`src/pkg/eth_stats_pkg.sv`:
```
// shared constants for the ethernet mac statistics counter block
`default_nettype none
package eth_stats_pkg;

	// ------------------------------------------------------------
	// bus and field widths
	// ------------------------------------------------------------
	localparam int ADDR_W  = 8;
	localparam int DATA_W  = 32;
	localparam int NUM_CNT = 9;
	localparam int LEN_W   = 11;
	localparam int COLL_W  = 5;

	// ------------------------------------------------------------
	// register byte offsets
	// ------------------------------------------------------------
	localparam logic [ADDR_W-1:0] OFF_USER_IO     = 8'h00;
	localparam logic [ADDR_W-1:0] OFF_PAUSE_RX_OK = 8'h04;
	localparam logic [ADDR_W-1:0] OFF_TX_OK       = 8'h08;
	localparam logic [ADDR_W-1:0] OFF_SINGLE_COLL = 8'h0C;
	localparam logic [ADDR_W-1:0] OFF_MULTI_COLL  = 8'h10;
	localparam logic [ADDR_W-1:0] OFF_RX_OK       = 8'h14;
	localparam logic [ADDR_W-1:0] OFF_CRC_ERR     = 8'h18;
	localparam logic [ADDR_W-1:0] OFF_ALIGN_ERR   = 8'h1C;
	localparam logic [ADDR_W-1:0] OFF_DEFER_TX    = 8'h20;
	localparam logic [ADDR_W-1:0] OFF_LATE_COLL   = 8'h24;
	localparam logic [ADDR_W-1:0] OFF_NET_CONTROL = 8'h28;
	localparam logic [ADDR_W-1:0] OFF_NET_CONFIG  = 8'h2C;

	// ------------------------------------------------------------
	// counter bank: index, width and offset of each counter
	// ------------------------------------------------------------
	localparam int IDX_PAUSE  = 0;
	localparam int IDX_TX_OK  = 1;
	localparam int IDX_SINGLE = 2;
	localparam int IDX_MULTI  = 3;
	localparam int IDX_RX_OK  = 4;
	localparam int IDX_CRC    = 5;
	localparam int IDX_ALIGN  = 6;
	localparam int IDX_DEFER  = 7;
	localparam int IDX_LATE   = 8;
	localparam int CNT_W [NUM_CNT] = '{16, 24, 16, 16, 24, 8, 8, 16, 8};
	localparam logic [ADDR_W-1:0] CNT_OFF [NUM_CNT] = '{OFF_PAUSE_RX_OK, OFF_TX_OK, OFF_SINGLE_COLL,
		OFF_MULTI_COLL, OFF_RX_OK, OFF_CRC_ERR, OFF_ALIGN_ERR, OFF_DEFER_TX, OFF_LATE_COLL};

	// ------------------------------------------------------------
	// control field positions and reset values
	// ------------------------------------------------------------
	localparam int UIO_RMII_BIT      = 0;
	localparam int UIO_XCVR_CLOCK_GATE_BIT     = 1;
	localparam int NCTL_RX_EN_BIT    = 2;
	localparam int NCTL_STATS_WE_BIT = 7;
	localparam int NCFG_BIG_BIT      = 8;
	localparam logic RMII_RST     = 1'b0;
	localparam logic XCVR_CLOCK_GATE_RST    = 1'b0;
	localparam logic RX_EN_RST    = 1'b0;
	localparam logic STATS_WE_RST = 1'b0;
	localparam logic BIG_RST      = 1'b0;

	// ------------------------------------------------------------
	// frame length and collision limits
	// ------------------------------------------------------------
	localparam logic [LEN_W-1:0]  MIN_LEN        = 11'd64;
	localparam logic [LEN_W-1:0]  MAX_LEN        = 11'd1518;
	localparam logic [LEN_W-1:0]  MAX_LEN_BIG    = 11'd1536;
	localparam logic [COLL_W-1:0] COLL_ONE       = 5'd1;
	localparam logic [COLL_W-1:0] COLL_MULTI_MIN = 5'd2;
	localparam logic [COLL_W-1:0] COLL_MULTI_MAX = 5'd15;

endpackage
`default_nettype wire

```
`src/hw/stat_sat_counter.sv`:
```
// one clear-on-read saturating statistics counter, zero extended to a bus word
`timescale 1ns/1ps
`default_nettype none
module stat_sat_counter #(
	parameter int W = 8
) (
	input  wire logic                              clk_sys,
	input  wire logic                              srst,
	input  wire logic                              inc,
	input  wire logic                              rd_clr,
	input  wire logic                              wr_en,
	input  wire logic [W-1:0]                      wr_data,
	output logic      [eth_stats_pkg::DATA_W-1:0]  count
);
	import eth_stats_pkg::*;

	logic [W-1:0] count_q;

	// write wins, then read-clear; an event in the clearing cycle leaves one
	always_ff @(posedge clk_sys) begin
		if (srst) begin
			count_q <= '0;
		end else if (wr_en) begin
			count_q <= wr_data;
		end else if (rd_clr) begin
			count_q <= inc ? W'(1) : '0;
		end else if (inc && (count_q != {W{1'b1}})) begin
			count_q <= count_q + W'(1);
		end
	end

	// bits above the counter width read as zero
	assign count = {{(DATA_W-W){1'b0}}, count_q};
endmodule
`default_nettype wire

```
`src/hw/rx_frame_classify.sv`:
```
// sorts one received frame report into good, crc fault and alignment fault
`timescale 1ns/1ps
`default_nettype none
module rx_frame_classify (
	input  wire logic [eth_stats_pkg::LEN_W-1:0] rx_len,
	input  wire logic                            rx_dribble,
	input  wire logic                            rx_crc_bad,
	input  wire logic                            rx_symbol_err,
	input  wire logic                            big_frames,
	output logic                                 len_valid,
	output logic                                 frame_good,
	output logic                                 crc_fault,
	output logic                                 align_fault
);
	import eth_stats_pkg::*;

	logic [LEN_W-1:0] max_len;
	logic             bad_frame;

	// the upper length limit moves when big frames are allowed
	assign max_len   = big_frames ? MAX_LEN_BIG : MAX_LEN;
	assign len_valid = (rx_len >= MIN_LEN) && (rx_len <= max_len);
	// a symbol error is filed with crc faults when the length is valid and there is no dribble, with alignment faults when valid with dribble
	assign bad_frame   = rx_crc_bad || rx_symbol_err;
	assign frame_good  = len_valid && !bad_frame;
	assign crc_fault   = len_valid && !rx_dribble && bad_frame;
	assign align_fault = len_valid && rx_dribble && bad_frame;
endmodule
`default_nettype wire

```
`src/hw/eth_mac_stats_counters.sv`:
```
// ethernet mac user i/o control and first bank of frame statistics counters
`timescale 1ns/1ps
`default_nettype none

module eth_mac_stats_counters (
	input  wire logic                                 clk_sys,
	input  wire logic                                 srst,
	input  wire logic [eth_stats_pkg::ADDR_W-1:0]     reg_addr,
	input  wire logic [eth_stats_pkg::DATA_W-1:0]     reg_wdata,
	input  wire logic                                 reg_wr,
	input  wire logic                                 reg_rd,
	output logic      [eth_stats_pkg::DATA_W-1:0]     reg_rdata,
	output logic                                      rmii_select,
	output logic                                      xcvr_clock_gate,
	output logic                                      rx_enable,
	output logic                                      big_frames,
	input  wire logic                                 rx_frame_done,
	input  wire logic [eth_stats_pkg::LEN_W-1:0]      rx_len,
	input  wire logic                                 rx_dribble,
	input  wire logic                                 rx_crc_bad,
	input  wire logic                                 rx_symbol_err,
	input  wire logic                                 rx_pause,
	input  wire logic                                 rx_addr_match,
	input  wire logic                                 rx_stored,
	input  wire logic                                 tx_frame_done,
	input  wire logic                                 tx_underrun,
	input  wire logic                                 tx_retry_limit,
	input  wire logic [eth_stats_pkg::COLL_W-1:0]     tx_collisions,
	input  wire logic                                 tx_deferred,
	input  wire logic                                 tx_late_collision
);
	import eth_stats_pkg::*;

	// ------------------------------------------------------------
	// control registers
	// ------------------------------------------------------------
	logic rmii_q;
	logic xcvr_clock_gate_q;
	logic rx_en_q;
	logic stats_we_q;
	logic big_q;

	// user i/o control: interface select and transceiver clock enable
	always_ff @(posedge clk_sys) begin
		if (srst) begin
			rmii_q  <= RMII_RST;
			xcvr_clock_gate_q <= XCVR_CLOCK_GATE_RST;
		end else if (reg_wr && (reg_addr == OFF_USER_IO)) begin
			rmii_q  <= reg_wdata[UIO_RMII_BIT];
			xcvr_clock_gate_q <= reg_wdata[UIO_XCVR_CLOCK_GATE_BIT];
		end
	end

	// network control copy: receive enable and statistics write enable
	always_ff @(posedge clk_sys) begin
		if (srst) begin
			rx_en_q    <= RX_EN_RST;
			stats_we_q <= STATS_WE_RST;
		end else if (reg_wr && (reg_addr == OFF_NET_CONTROL)) begin
			rx_en_q    <= reg_wdata[NCTL_RX_EN_BIT];
			stats_we_q <= reg_wdata[NCTL_STATS_WE_BIT];
		end
	end

	// network configuration copy: big frame length limit
	always_ff @(posedge clk_sys) begin
		if (srst) begin
			big_q <= BIG_RST;
		end else if (reg_wr && (reg_addr == OFF_NET_CONFIG)) begin
			big_q <= reg_wdata[NCFG_BIG_BIT];
		end
	end

	// the transceiver clock gate is a level; the cell itself sits in the clock tree
	assign rmii_select     = rmii_q;
	assign xcvr_clock_gate = xcvr_clock_gate_q;
	assign rx_enable       = rx_en_q;
	assign big_frames      = big_q;

	// ------------------------------------------------------------
	// frame event decode
	// ------------------------------------------------------------
	logic len_valid;
	logic frame_good;
	logic crc_fault;
	logic align_fault;
	logic rx_take;
	logic tx_clean;
	logic tx_ok;
	logic pause_ok_tally;
	logic good_frame_tally;
	logic crc_fault_tally;
	logic align_fault_tally;
	logic sent_frame_tally;
	logic one_collision_tally;
	logic many_collision_tally;
	logic deferral_tally;
	logic late_hit_tally;

	rx_frame_classify u_classify (
		.rx_len        (rx_len),
		.rx_dribble    (rx_dribble),
		.rx_crc_bad    (rx_crc_bad),
		.rx_symbol_err (rx_symbol_err),
		.big_frames    (big_q),
		.len_valid     (len_valid),
		.frame_good    (frame_good),
		.crc_fault     (crc_fault),
		.align_fault   (align_fault)
	);

	// receive events only count while receive is switched on
	assign rx_take           = rx_frame_done && rx_en_q;
	assign pause_ok_tally    = rx_take && frame_good && rx_pause;
	assign good_frame_tally  = rx_take && frame_good && rx_addr_match && rx_stored;
	assign crc_fault_tally   = rx_take && crc_fault;
	assign align_fault_tally = rx_take && align_fault;

	// an underrun frame touches no transmit counter at all
	assign tx_clean = tx_frame_done && !tx_underrun;
	assign tx_ok    = tx_clean && !tx_retry_limit;
	assign sent_frame_tally = tx_ok;
	// the collision count already includes any late one, so late hits on frames without a retry limit land here too
	assign one_collision_tally  = tx_ok && (tx_collisions == COLL_ONE);
	assign many_collision_tally = tx_ok && (tx_collisions >= COLL_MULTI_MIN)
		&& (tx_collisions <= COLL_MULTI_MAX);
	assign deferral_tally = tx_clean && tx_deferred && (tx_collisions == '0)
		&& !tx_late_collision;
	// slot time expiry is judged by the transmitter and reported on the late flag
	assign late_hit_tally = tx_clean && tx_late_collision;

	// ------------------------------------------------------------
	// counter bank
	// ------------------------------------------------------------
	logic [NUM_CNT-1:0] cnt_inc;
	logic [NUM_CNT-1:0] cnt_sel;
	logic [NUM_CNT-1:0] cnt_touch;
	logic [DATA_W-1:0]  cnt_val [NUM_CNT];

	assign cnt_inc[IDX_PAUSE]  = pause_ok_tally;
	assign cnt_inc[IDX_TX_OK]  = sent_frame_tally;
	assign cnt_inc[IDX_SINGLE] = one_collision_tally;
	assign cnt_inc[IDX_MULTI]  = many_collision_tally;
	assign cnt_inc[IDX_RX_OK]  = good_frame_tally;
	assign cnt_inc[IDX_CRC]    = crc_fault_tally;
	assign cnt_inc[IDX_ALIGN]  = align_fault_tally;
	assign cnt_inc[IDX_DEFER]  = deferral_tally;
	assign cnt_inc[IDX_LATE]   = late_hit_tally;

	// one counter per entry, each at its own width
	for (genvar i = 0; i < NUM_CNT; i++) begin : g_cnt
		assign cnt_sel[i]   = (reg_addr == CNT_OFF[i]);
		assign cnt_touch[i] = cnt_sel[i] && (reg_rd || reg_wr);
		stat_sat_counter #(
			.W (CNT_W[i])
		) u_cnt (
			.clk_sys (clk_sys),
			.srst    (srst),
			.inc     (cnt_inc[i]),
			.rd_clr  (reg_rd && cnt_sel[i]),
			.wr_en   (reg_wr && cnt_sel[i] && stats_we_q),
			.wr_data (reg_wdata[CNT_W[i]-1:0]),
			.count   (cnt_val[i])
		);
	end

	// ------------------------------------------------------------
	// read path
	// ------------------------------------------------------------
	logic [DATA_W-1:0] rd_mux;
	logic [DATA_W-1:0] rdata_q;

	// unmapped addresses and unused bits read as zero
	always_comb begin
		rd_mux = '0;
		if (reg_addr == OFF_USER_IO) begin
			rd_mux[UIO_RMII_BIT]  = rmii_q;
			rd_mux[UIO_XCVR_CLOCK_GATE_BIT] = xcvr_clock_gate_q;
		end else if (reg_addr == OFF_NET_CONTROL) begin
			rd_mux[NCTL_RX_EN_BIT]    = rx_en_q;
			rd_mux[NCTL_STATS_WE_BIT] = stats_we_q;
		end else if (reg_addr == OFF_NET_CONFIG) begin
			rd_mux[NCFG_BIG_BIT] = big_q;
		end
		for (int k = 0; k < NUM_CNT; k++) begin
			if (cnt_sel[k]) begin
				rd_mux = cnt_val[k];
			end
		end
	end

	// data stand only in the cycle after the read strobe, zero otherwise
	always_ff @(posedge clk_sys) begin
		if (srst) begin
			rdata_q <= '0;
		end else if (reg_rd) begin
			rdata_q <= rd_mux;
		end else begin
			rdata_q <= '0;
		end
	end

	assign reg_rdata = rdata_q;
endmodule
`default_nettype wire

```
`config.mk`:
```
export PLATFORM = sky130hd
export DESIGN_NAME = eth_mac_stats_counters
export DESIGN_NICKNAME = d
export VERILOG_FILES = /design/src/pkg/eth_stats_pkg.sv /design/src/hw/stat_sat_counter.sv /design/src/hw/rx_frame_classify.sv /design/src/hw/eth_mac_stats_counters.sv
export SDC_FILE = /design/constraint.sdc
export NUM_CORES = 1
export LEC_CHECK = 0
export BUFFER_PORTS_ARGS = -buffer_cell sky130_fd_sc_hd__buf_4
export CORE_MARGIN = 1.5
export CORE_UTILIZATION = 55
export CTS_CLUSTER_DIAMETER = 60
export DETAILED_ROUTE_END_ITERATION = 8
export MAX_ROUTING_LAYER = met4
export PLACE_DENSITY = 0.78
export REMOVE_ABC_BUFFERS = 1
export SLEW_MARGIN = 20
export SYNTH_ARGS = -nofsm -noshare
export SYNTH_HDL_FRONTEND = slang
export SYNTH_SLANG_ARGS = --single-unit
export TNS_END_PERCENT = 100
```
`constraint.sdc`:
```
create_clock -name clk_sys -period 2.6 [get_ports clk_sys]
set_clock_uncertainty 0.05 [all_clocks]
set_input_delay 0.26 -clock clk_sys [delete_from_list [all_inputs] [get_ports clk_sys]]
set_output_delay 0.26 -clock clk_sys [all_outputs]
set_load 0.01 [all_outputs]
```
==> flow_summary.yaml <==
status:
  outcome: "completed"
clock_tree:
  cts.sinks: 165
  clk_pin_slew_worst_paths_ns: 0.08
  cts_hold_buf: 0
  insertion_delay_ns: 0.45
  cts.htree.levels: 4
  cts_buffer_depth: 2
  numCtsBuffers: 17
  cts_tree: "built"
  root_buffer: "clkbuf_16"
worst_setup_path:
  r2r_start: "g_cnt[4].u_cnt.count_q[1]"
  worstPathCellList: "ha_4 -> nand3_4 -> or4_4 -> or4_4 -> a31o_4 -> clkbuf_16 -> a21oi_2 -> a211oi_1"
  worstSetupStartpointType: "flop"
  critPathMaxStageDelay_ns: 0.56
  reg2reg_setup_slack_ns: 0.02
  ff2ff_path_depth: 8
  critPathArrivalTime_ns: 2.82
  r2r-end: "g_cnt[4].u_cnt.count_q[17]"
  endpoint_kind: "flop"
  cp_data_required_time_ns: 2.84
  critPathSlowestCell: "or4_4"
  cp_common_cell: "or4_4"
  crit_type: "reg -> reg"
  worst-path-max-fanout: 5
power:
  switching_share_pct: 28.2
  clkPwrFrac_pct: 45.4
  leakage_nw: 4.71
  seqPwrFrac_pct: 46.3
  peakVddDrop_mv: 0.479
  pwr_density_cell_mw_per_mm2: 412
  p_int_w: 0.00396
  p_sw_w: 0.00155
  combPwrFrac_pct: 8.4
detailed_routing:
  vias: 12916
  routedWlPerCell_microns: 22.2
  antenna_left: 0
  viasPerCell: 6.88
  drt-initial-drc-count: 1744
  drc: 0
  drtPass1Iterations: 6
  drt-total-wl_microns: 41800
floorplan:
  io_pins: 108
  coreArea_sq_mm: 0.0195
  dieArea_sq_mm: 0.0209
  num_rows: 51
  start_util_pct: 56.4
  die_h_microns: 145
  fp.dieW_microns: 145
timing:
  slew_headroom_pct: 38.6
  fmax_ghz: 0.388
  finalSetupViolCount: 0
  slew_violations: 0
  holdWs_ns: 0.0399
  post-route-period-util_pct: 99.2
  hold_viol: 0
  tightest_slew_ns: 0.922
  rsz0062_at_grt: "true"
  finalCriticalPeriod_ns: 2.58
synth:
  synthTopCellsByArea: "dfxtp_1, a21oi_1, nor2_1"
  syn_avg_cell_area_sq_um: 7.52
  synth-seq-cells: 165
  syn_area_sq_mm: 0.0110
  seq_area_frac_synth_pct: 30.0
  syn_inst: 1465
  synth_top_cell_area_share_pct: 30.0
  synth-edff-count: 0
  synth_flop_cell: "dfxtp_1"
  synthTopCellsByCount: "dfxtp_1, nor2_1, nand2_1, a21oi_1, nor3_1"
  synth_warnings: 0
  synth.distinct_cells: 92
  synth_most_common_cell: "dfxtp_1"
  synth_area_leader_cell: "dfxtp_1"
  synthArstFlopShare_pct: 0
global_route:
  grt_use_total_pct: 40.5
  antenna_found_initial: 0
  grt-ovfl-total: 0
  grt_start_max_net_pins: 143
  grt_first_pass_wirelength_microns: 62900
  grt_pass1_vias: 11452
cells_and_area:
  antenna_cells: 0
  layout-drive-gt1-share_pct: 20.9
  final_cells: 1878
  area_delta_synth_final_pct: 21.5
  final_nets: 1689
worst_hold_path:
  hp-start: "reg_wdata[23]"
  min_to: "g_cnt[1].u_cnt.count_q[23]"
  hold_path.class: "in -> reg"
  min_path_cells: 3
placed_design:
  dp_hpwl_microns: 28900
  numPortBuffers: 91
  placed_cells: 1840
  place.gp.congestion: 1.02
job:
  drv_cap: 0
## cell families after synthesis
| family | count (synthesis) | synth area share [%] |
|---|---|---|
| AND/OR/NAND/NOR | 603 | 27.4 |
| other | 1 | 0.0340 |
| AO/OA/AOI/OAI | 497 | 31.3 |
| flip-flops | 165 | 30.0 |
| multiplexers | 9 | 0.863 |
| buffers and inverters | 137 | 5.63 |
| XOR/XNOR | 36 | 2.86 |
| adder cells (fa/ha/maj) | 17 | 1.93 |
## metal layers
layer	part of all wire [%]	GRT usage (%)	up-vias
met5	0	-	-
met4	6.6	23.8	0
met3	11	8.31	204
met2	43	58.8	888
met1	39	52.0	5981
li1	-	-	5843
## through the flow
stage / total power [W] / util (%) / worst slack [ns] / instance area, sq um / setup TNS (ns)
after global placement: 0.00304 / 64.5 / 0.0434 / 12600 / 0
after floorplan: 0.00275 / - / -0.446 / 10500 / -15.50
after detailed placement: 0.00304 / 64.5 / -0.0897 / 12600 / -0.915
after global routing: 0.00565 / 68.6 / -0.0233 / 13400 / -0.0546
after CTS: 0.00549 / 67.4 / 0.0100 / 13200 / 0
final: 0.00552 / 68.6 / 0.0213 / 13400 / 0
## sequential cells by signal, indices dropped and copies added (netlist names)
| name | flops |
|---|---|
| stats_we_q | 1 |
| reg_rdata | 24 |
| big_frames | 1 |
| g_cnt.u_cnt.count_q | 136 |
| xcvr_clock_gate | 1 |
| rmii_select | 1 |
| rx_enable | 1 |
## worst max-delay path by stage
stage	startpoint	end	depth (start not counted)
final	g_cnt[4].u_cnt.count_q[1]	g_cnt[4].u_cnt.count_q[17]	8
after global placement	big_frames	g_cnt[4].u_cnt.count_q[5]	10
after floorplan	reg_addr[5]	g_cnt[1].u_cnt.count_q[14]	6
after global routing	big_frames	g_cnt[4].u_cnt.count_q[0]	9
after CTS	g_cnt[4].u_cnt.count_q[1]	g_cnt[4].u_cnt.count_q[11]	8
after detailed placement	big_frames	g_cnt[4].u_cnt.count_q[5]	10
## cells in the final DEF (no fill, tap or decap), types with 8 or more instances in the layout
cell type	instances
a221oi_1	27
nand3_1	66
xnor2_1	23
a222oi_1	9
o211ai_1	8
xor2_1	13
ha_1	16
a22oi_1	47
buf_12	8
nand4_1	32
a21oi_1	122
inv_1	23
a21o_1	12
conb_1	8
dfxtp_1	162
nand2_1	141
nor2_2	9
nor3_1	74
buf_4	212
a211oi_1	55
a31oi_1	21
and4_1	9
a32oi_1	8
o22ai_1	10
nor3_2	12
a311oi_1	8
nand2b_1	15
nor4_1	10
nor2_1	155
o21ai_0	64
clkbuf_16	19
and3_1	19
## layout make-up
class | instances | area, sq um
clock inverters | 15 | 139
well taps | 265 | 332
multi-input cells | 1170 | 7280
clock buffers | 17 | 425
flip-flops and latches | 165 | 3310
fillers | 1651 | 6140
inverters | 23 | 86.3
repair buffers | 223 | 1810
## critical path, delay by kind of cell (launching register included)
kind	cells	cell delay, ns
AND/OR/NAND/NOR	3	1.20
AO/OA/AOI/OAI	3	0.49
flip-flops	1	0.36
buffers and inverters	1	0.17
adder cells (fa/ha/maj)	1	0.16
## timing repair
item | CTS | global route
setup buffers | 0 | 4
cloned | 0 | 2
pin swaps | 0 | 6
endpoints found under the setup margin | 37 | 59
resized for setup | 2 | 35
## power by group through the flow
stage | registers (W) | clock network [W] | logic (W)
2_1_floorplan | 0.00261 | 0 | 0.000139
4_1_cts | 0.00255 | 0.00250 | 0.000435
6_report | 0.00255 | 0.00250 | 0.000461
5_1_grt | 0.00255 | 0.00262 | 0.000477
3_5_place_dp | 0.00261 | 0 | 0.000433
3_3_place_gp | 0.00261 | 0 | 0.000428
Power figures use the tool's default switching activity.
